**src/bus_flag_regs.vh**
```
`ifndef BUS_FLAG_REGS_VH
`define BUS_FLAG_REGS_VH

// ----------------------------------------
// Register offsets
// ----------------------------------------
`define ADDR_W 16
`define OFS_BUS_FLAG_AND_MODE 16'hffaa
`define OFS_CONTROL_REG_ZERO 16'hffa6
`define OFS_EVENT_STATUS 16'hffac
`define OFS_EVENT_MASK 16'hffad

// ----------------------------------------
// Field positions, bus flag and mode
// ----------------------------------------
`define BIT_START_FAIL_FLAG 7
`define BIT_BUS_BUSY_FLAG 6
`define BIT_INITIAL_START_ENABLE 1
`define BIT_RESERVATION_DISABLE 0

// ----------------------------------------
// Field positions, control register zero
// ----------------------------------------
`define BIT_OPERATION_ENABLE 7
`define BIT_START_REQUEST 1

// ----------------------------------------
// Field positions, event status and mask
// ----------------------------------------
`define EVT_W 3
`define EVT_START_SEEN 0
`define EVT_STOP_SEEN 1
`define EVT_START_FAIL 2

// ----------------------------------------
// Reset values
// ----------------------------------------
`define RST_BUS_FLAG_AND_MODE 8'h00
`define RST_CONTROL_REG_ZERO 8'h00
`define RST_EVENT 3'h0
`define RD_ZERO 8'h00

`endif

```
**src/bus_condition_detect.v**
```verilog
`timescale 1ns/10ps

module bus_condition_detect
(
  input wire sys_clk,
  input wire rst,
  input wire scl_in,
  input wire sda_in,
  output reg start_seen_q,
  output reg stop_seen_q
);

  // ----------------------------------------
  // Two-stage synchronisers
  // ----------------------------------------
  reg scl_meta_q;
  reg scl_sync_q;
  reg sda_meta_q;
  reg sda_sync_q;
  reg scl_prev_q;
  reg sda_prev_q;

  always @(posedge sys_clk)
  begin
    if (rst)
    begin
      scl_meta_q <= 1'b1;
      scl_sync_q <= 1'b1;
      sda_meta_q <= 1'b1;
      sda_sync_q <= 1'b1;
      scl_prev_q <= 1'b1;
      sda_prev_q <= 1'b1;
    end
    else
    begin
      scl_meta_q <= scl_in;
      scl_sync_q <= scl_meta_q;
      sda_meta_q <= sda_in;
      sda_sync_q <= sda_meta_q;
      scl_prev_q <= scl_sync_q;
      sda_prev_q <= sda_sync_q;
    end
  end

  // ----------------------------------------
  // Start and stop recognition
  // ----------------------------------------
  // Data edge while clock stays high on both samples
  always @(posedge sys_clk)
  begin
    if (rst)
    begin
      start_seen_q <= 1'b0;
      stop_seen_q <= 1'b0;
    end
    else
    begin
      start_seen_q <= scl_prev_q & scl_sync_q & sda_prev_q & ~sda_sync_q;
      stop_seen_q <= scl_prev_q & scl_sync_q & ~sda_prev_q & sda_sync_q;
    end
  end

endmodule // bus_condition_detect

```
**src/bus_flag_block.v**
```verilog
// Summary of operation
// Reset loads flag register with zero
// Fail and busy flags are read-only
// Mode bits writable only while disabled
// Single bits or whole byte writable
// Failed start without reservation sets fail
// Start request or disable clears fail
// Stop, disable or reset clears busy
// Start, or enabling without initial start, sets busy
// Enable starts busy as inverse of initial
// Start generation waits for free bus
// Start detection or write zero clears initial
// Reservation bit changes only by write/reset
// Software checks bus before first start
// Bits five to two read zero
`timescale 1ns/10ps
`include "bus_flag_regs.vh"

module bus_flag_block
(
  input wire sys_clk,
  input wire rst,
  input wire [`ADDR_W-1:0] addr,
  input wire [7:0] wr_data,
  input wire [7:0] wr_mask,
  input wire wr_strobe,
  input wire rd_strobe,
  output reg [7:0] rd_data_q,
  input wire scl_in,
  input wire sda_in,
  output reg start_go_q,
  output reg operation_enable_q,
  output reg bus_busy_flag_q,
  output reg irq_q
);

  // ----------------------------------------
  // Condition detection on the bus
  // ----------------------------------------
  wire start_seen;
  wire stop_seen;

  bus_condition_detect u_detect
  (
    .sys_clk(sys_clk),
    .rst(rst),
    .scl_in(scl_in),
    .sda_in(sda_in),
    .start_seen_q(start_seen),
    .stop_seen_q(stop_seen)
  );

  // ----------------------------------------
  // State
  // ----------------------------------------
  reg start_fail_flag_q;
  reg initial_start_enable_q;
  reg reservation_disable_q;
  reg start_request_q;
  reg op_en_prev_q;
  reg [`EVT_W-1:0] evt_status_q;
  reg [`EVT_W-1:0] evt_mask_q;

  // ----------------------------------------
  // Address decode
  // ----------------------------------------
  wire sel_flag;
  wire sel_ctl;
  wire sel_stat;
  wire sel_mask;
  wire wr_flag;
  wire wr_ctl;
  wire wr_stat;
  wire wr_mask_reg;

  assign sel_flag = (addr == `OFS_BUS_FLAG_AND_MODE);
  assign sel_ctl = (addr == `OFS_CONTROL_REG_ZERO);
  assign sel_stat = (addr == `OFS_EVENT_STATUS);
  assign sel_mask = (addr == `OFS_EVENT_MASK);
  assign wr_flag = wr_strobe & sel_flag;
  assign wr_ctl = wr_strobe & sel_ctl;
  assign wr_stat = wr_strobe & sel_stat;
  assign wr_mask_reg = wr_strobe & sel_mask;

  // Lane qualifiers; flag bits 7 and 6 get none
  wire wr_op_en_lane;
  wire wr_req_lane;
  wire wr_ise_lane;
  wire wr_rsv_lane;

  assign wr_op_en_lane = wr_ctl & wr_mask[`BIT_OPERATION_ENABLE];
  assign wr_req_lane = wr_ctl & wr_mask[`BIT_START_REQUEST];
  // Mode bits locked while the interface runs
  assign wr_ise_lane = wr_flag & wr_mask[`BIT_INITIAL_START_ENABLE]
    & ~operation_enable_q;
  assign wr_rsv_lane = wr_flag & wr_mask[`BIT_RESERVATION_DISABLE]
    & ~operation_enable_q;

  // Software asks for a start by writing a one
  wire req_write_one;

  assign req_write_one = wr_req_lane & wr_data[`BIT_START_REQUEST];

  // ----------------------------------------
  // Start arbitration
  // ----------------------------------------
  wire enable_rise;
  wire start_possible;
  wire start_launch;
  wire start_refused;

  assign enable_rise = operation_enable_q & ~op_en_prev_q;
  // Busy flag also covers the initial state chosen at enable
  assign start_possible = ~bus_busy_flag_q & ~start_seen;
  assign start_launch = operation_enable_q & start_request_q
    & start_possible;
  // With reservation on, a busy bus just keeps the request pending
  assign start_refused = operation_enable_q & start_request_q
    & ~start_possible & reservation_disable_q;

  // ----------------------------------------
  // Control register zero
  // ----------------------------------------
  always @(posedge sys_clk)
  begin
    if (rst)
    begin
      operation_enable_q <= 1'b0;
      op_en_prev_q <= 1'b0;
    end
    else
    begin
      op_en_prev_q <= operation_enable_q;
      if (wr_op_en_lane)
      begin
        operation_enable_q <= wr_data[`BIT_OPERATION_ENABLE];
      end
    end
  end

  always @(posedge sys_clk)
  begin
    if (rst)
    begin
      start_request_q <= 1'b0;
    end
    else if (!operation_enable_q)
    begin
      start_request_q <= 1'b0;
    end
    else if (start_refused || start_launch)
    begin
      start_request_q <= 1'b0;
    end
    else if (wr_req_lane)
    begin
      start_request_q <= wr_data[`BIT_START_REQUEST];
    end
  end

  // Pulse to the start generator
  always @(posedge sys_clk)
  begin
    if (rst)
    begin
      start_go_q <= 1'b0;
    end
    else
    begin
      start_go_q <= start_launch;
    end
  end

  // ----------------------------------------
  // Bus flag and mode register
  // ----------------------------------------
  // Hardware set wins over the write that clears it
  always @(posedge sys_clk)
  begin
    if (rst)
    begin
      start_fail_flag_q <= 1'b0;
    end
    else if (!operation_enable_q)
    begin
      start_fail_flag_q <= 1'b0;
    end
    else if (start_refused)
    begin
      start_fail_flag_q <= 1'b1;
    end
    else if (req_write_one)
    begin
      start_fail_flag_q <= 1'b0;
    end
  end

  always @(posedge sys_clk)
  begin
    if (rst)
    begin
      bus_busy_flag_q <= 1'b0;
    end
    else if (!operation_enable_q)
    begin
      bus_busy_flag_q <= 1'b0;
    end
    else if (enable_rise)
    begin
      bus_busy_flag_q <= ~initial_start_enable_q;
    end
    else if (start_seen)
    begin
      bus_busy_flag_q <= 1'b1;
    end
    else if (stop_seen)
    begin
      bus_busy_flag_q <= 1'b0;
    end
  end

  // Detection only counts while the interface runs
  always @(posedge sys_clk)
  begin
    if (rst)
    begin
      initial_start_enable_q <= 1'b0;
    end
    else if (operation_enable_q && start_seen)
    begin
      initial_start_enable_q <= 1'b0;
    end
    else if (wr_ise_lane)
    begin
      initial_start_enable_q <= wr_data[`BIT_INITIAL_START_ENABLE];
    end
  end

  always @(posedge sys_clk)
  begin
    if (rst)
    begin
      reservation_disable_q <= 1'b0;
    end
    else if (wr_rsv_lane)
    begin
      reservation_disable_q <= wr_data[`BIT_RESERVATION_DISABLE];
    end
  end

  // ----------------------------------------
  // Event status and mask
  // ----------------------------------------
  wire [`EVT_W-1:0] evt_raw;

  assign evt_raw[`EVT_START_SEEN] = operation_enable_q & start_seen;
  assign evt_raw[`EVT_STOP_SEEN] = operation_enable_q & stop_seen;
  assign evt_raw[`EVT_START_FAIL] = start_refused;

  genvar gi;
  generate
    for (gi = 0; gi < `EVT_W; gi = gi + 1)
    begin : g_evt
      always @(posedge sys_clk)
      begin
        if (rst)
        begin
          evt_status_q[gi] <= 1'b0;
        end
        else if (evt_raw[gi])
        begin
          evt_status_q[gi] <= 1'b1;
        end
        else if (wr_stat && wr_mask[gi] && wr_data[gi])
        begin
          evt_status_q[gi] <= 1'b0;
        end
      end

      always @(posedge sys_clk)
      begin
        if (rst)
        begin
          evt_mask_q[gi] <= 1'b0;
        end
        else if (wr_mask_reg && wr_mask[gi])
        begin
          evt_mask_q[gi] <= wr_data[gi];
        end
      end
    end
  endgenerate

  // Registered, so it follows status by one cycle
  always @(posedge sys_clk)
  begin
    if (rst)
    begin
      irq_q <= 1'b0;
    end
    else
    begin
      irq_q <= |(evt_status_q & evt_mask_q);
    end
  end

  // ----------------------------------------
  // Read path
  // ----------------------------------------
  reg [7:0] rd_next;

  always @*
  begin
    rd_next = `RD_ZERO;
    if (sel_flag)
    begin
      rd_next[`BIT_START_FAIL_FLAG] = start_fail_flag_q;
      rd_next[`BIT_BUS_BUSY_FLAG] = bus_busy_flag_q;
      rd_next[`BIT_INITIAL_START_ENABLE] = initial_start_enable_q;
      rd_next[`BIT_RESERVATION_DISABLE] = reservation_disable_q;
    end
    else if (sel_ctl)
    begin
      rd_next[`BIT_OPERATION_ENABLE] = operation_enable_q;
      rd_next[`BIT_START_REQUEST] = start_request_q;
    end
    else if (sel_stat)
    begin
      rd_next[`EVT_W-1:0] = evt_status_q;
    end
    else if (sel_mask)
    begin
      rd_next[`EVT_W-1:0] = evt_mask_q;
    end
  end

  // Unmapped reads return zero; data stands for one cycle only
  always @(posedge sys_clk)
  begin
    if (rst)
    begin
      rd_data_q <= `RD_ZERO;
    end
    else if (rd_strobe)
    begin
      rd_data_q <= rd_next;
    end
    else
    begin
      rd_data_q <= `RD_ZERO;
    end
  end

endmodule // bus_flag_block

```
**config.mk**
```make
export PLATFORM = sky130hd
export DESIGN_NAME = bus_flag_block
export DESIGN_NICKNAME = d
export VERILOG_FILES = /design/src/bus_condition_detect.v /design/src/bus_flag_block.v
export VERILOG_INCLUDE_DIRS = /design/src
export SDC_FILE = /design/constraint.sdc
export NUM_CORES = 1
export LEC_CHECK = 0
export BUFFER_PORTS_ARGS = -buffer_cell sky130_fd_sc_hd__buf_4
export CAP_MARGIN = 0
export CELL_PAD_IN_SITES_DETAIL_PLACEMENT = 1
export CELL_PAD_IN_SITES_GLOBAL_PLACEMENT = 1
export CORE_ASPECT_RATIO = 1.75
export CORE_UTILIZATION = 25
export CTS_BUF_LIST = sky130_fd_sc_hd__clkbuf_2 sky130_fd_sc_hd__clkbuf_4 sky130_fd_sc_hd__clkbuf_8
export DETAILED_ROUTE_END_ITERATION = 10
export PLACE_DENSITY = 0.67
export SYNTH_ARGS = -nofsm -noshare
export SYNTH_HDL_FRONTEND = slang
export SYNTH_HIERARCHICAL = 1
export SYNTH_SLANG_ARGS = --single-unit
```
**constraint.sdc**
```tcl
create_clock -name sys_clk -period 1.6 [get_ports sys_clk]
set_input_delay 0.32 -clock sys_clk [delete_from_list [all_inputs] [get_ports sys_clk]]
set_output_delay 0.32 -clock sys_clk [all_outputs]
set_load 0.1 [all_outputs]
```
==> reports/summary.json <==
{
  "placement": {
    "place_inst": 225,
    "io_buffer_count": 38,
    "finalWeightedCongestion": 0.738,
    "detailedPlacementHpwl_mm": 3.02
  },
  "route": {
    "drtIter0Drc": 23,
    "drt_drc_violations_left": 0,
    "drt.antenna.violating_nets": 0,
    "drt-pass1-iter-count": 6,
    "detail_route.wirelength_mm": 3.69,
    "routed_wire_length_per_instance_um": 16.2,
    "avgViaCountPerCell": 5.18,
    "vias": 1180
  },
  "cts": {
    "tritoncts_clock_tree": "done",
    "cts_hold_repair.buffers": 0,
    "clock_insertion_delay_at_the_later_pin_of_the_skew_report_ns": 0.27,
    "setup_repair_bufs_after_cts": 0,
    "htree_levels": 1,
    "clk_root_buffer_cell": "clkbuf_8",
    "cts.sink_count": 28,
    "clock_tree.buffer_depth": 2,
    "cts.repair.resized": 0,
    "numCtsBuffers": 3,
    "clkTransAtPathRegs_ns": 0.09
  },
  "floorplanning": {
    "fp-row-count": 34,
    "area_of_the_die_um2": 5420,
    "initial_core_util_pct": 25.9,
    "chipHeight_um": 96.7,
    "core_area_um2": 4930,
    "die_width_um": 56.1,
    "top_level_ports": 50
  },
  "layout": {
    "max_flop_register": "rd_data_q",
    "final_net_count": 214,
    "diodes": 0,
    "largest_register_ff_count": 5,
    "syn_to_final_growth_pct": 31.5,
    "final_layout_size_suffix_gt1_share_pct": 33.3,
    "post_layout_nonfiller_instances": 228,
    "layout_top_registers": "rd_data_q (5), evt_mask_q (3), evt_status_q (3)"
  },
  "worst_setup_path": {
    "end_kind": "flop",
    "critPathMaxFanout": 7,
    "beginning_of_the_worst_register_to_register_path": "operation_enable_q",
    "timing.critical_path.arrival_ns": 1.64,
    "crit_required_ns": 1.81,
    "crit_path_start": "addr[6]",
    "critPathKind": "in -> reg",
    "type_of_element_launching_the_critical_path": "input pin"
  },
  "synth": {
    "synth_common_cells": "dfxtp_1 (28), o21ai_0 (12), a21oi_1 (10), nand2_1 (10)",
    "ys_types": 46,
    "synth_enable_flop_cells": 0,
    "count_leader_synth": "dfxtp_1",
    "synth.yosys.warnings": 6,
    "syn_area_per_cell_um2": 9.70,
    "async_flop_share_pct": 0,
    "yosysTopAreaCellShare_pct": 43.8,
    "synth.ff_latch_count": 28,
    "post_synth_instance_area_um2": 1280,
    "postSynthCellCount": 132,
    "synth.top_cells.by_area": "dfxtp_1 (44%), o21ai_0 (4.7%), a21oi_1 (3.9%)",
    "yosysSeqAreaShare_pct": 43.8,
    "synth_area_leader_cell": "dfxtp_1",
    "synth_ff_type": "dfxtp_1"
  },
  "grt": {
    "global_route.overflow_total": 0,
    "grt_util_all_layers_pct": 14.2,
    "wire_length_of_the_first_global_routing_pass_mm": 5.98,
    "antenna_found_initial": 0,
    "first_global_vias": 1284,
    "grt_start_max_net_pins": 18
  },
  "outcome": {
    "outcome": "finished clean"
  },
  "min_path": {
    "timing.hold.worst.class": "in -> reg",
    "hp-start": "sda_in"
  },
  "timing": {
    "rsz0062_at_grt": "no",
    "setup-violations-final": 0,
    "hold_violations": 0,
    "maxSlewViolCount": 0,
    "min_period_ns": 1.44,
    "maxClockFrequency_mhz": 697,
    "period_share_pct": 89.7,
    "worst_hold_slack_ns": 0.222,
    "setup_tns_ns": 0,
    "timing.clock.skew_ns": 0.00671
  },
  "run": {
    "drv_cap": 0
  },
  "power_and_ir_drop": {
    "power.ir.vdd_worst_v": 0.000570,
    "power.leakage_nw": 0.668,
    "areal_power_density_over_the_cells_nw_per_um2": 740
  }
}
[critical path: stages]
cell      delay [ns]
buf_4           0.11
nand4b_4        0.21
or4_4           0.62
or2_0           0.23
a21oi_1         0.15
[layout by cell type (no fill, tap or decap), types with 2 or more instances in the layout]
cell type,instances
o2111ai_1,2
a222oi_1,2
or2_1,3
and4_1,2
nand2_1,10
nand3b_1,2
or2_2,2
dfxtp_1,27
inv_1,7
nand4bb_1,3
buf_4,42
nand3_1,3
nand4_1,3
conb_1,3
o21ai_0,12
clkbuf_8,3
nand4b_4,2
a21oi_1,10
or4_1,2
nor2_1,7
[stage by stage]
step / instance area (um^2) / util (%) / total power [mW] / setup WS [ns]
after floorplan: 1290 / - / 0.800 / 0.0981
after global placement: 1640 / 33.3 / 0.878 / -0.0732
after global routing: 1680 / 34.1 / 1.31 / 0.0809
final: 1680 / 34.1 / 1.25 / 0.165
after detailed placement: 1640 / 33.3 / 0.882 / -0.121
after CTS: 1680 / 34.1 / 1.27 / 0.171
[layout make-up]
type	instances	area, um^2
Tap cell	54	67.6
Clock buffer	3	41.3
Sequential cell	28	562
Multi-Input combinational cell	94	671
Timing Repair Buffer	42	315
Fill cell	596	3250
Inverter	7	26.3
[kinds of logic (layout without fill, tap and decap cells)]
group	after synthesis	after routing	synth area share, %
xor+xnor	1	1	0.684
mux	1	1	0.782
other cells	1	3	0.293
buf+inv	12	52	4.40
flops	28	28	43.8
compound gates	36	36	18.9
simple gates	53	53	31.2
[path summary, 6_finish.rpt]
check	to	slack, ns	depth (start not counted)
max	start_request_q	0.16	5
min	u_detect/sda_meta_q	0.22	2
max reg2reg	operation_enable_q	0.45	4
min reg2reg	u_detect/scl_sync_q	0.42	1
[per-layer routing]
layer,share of wire (%),GRT usage (%)
met1,33,12.6
met2,61,29.8
met3,4.7,2.27
met4,1.4,5.63
met5,0,0
[where the power goes]
| group | switching (mW) | internal (mW) |
|---|---|---|
| registers | 0.00325 | 0.703 |
| logic | 0.0917 | 0.0677 |
| clock network | 0.211 | 0.169 |
Note: power is estimated with default switching activity, not from simulation.
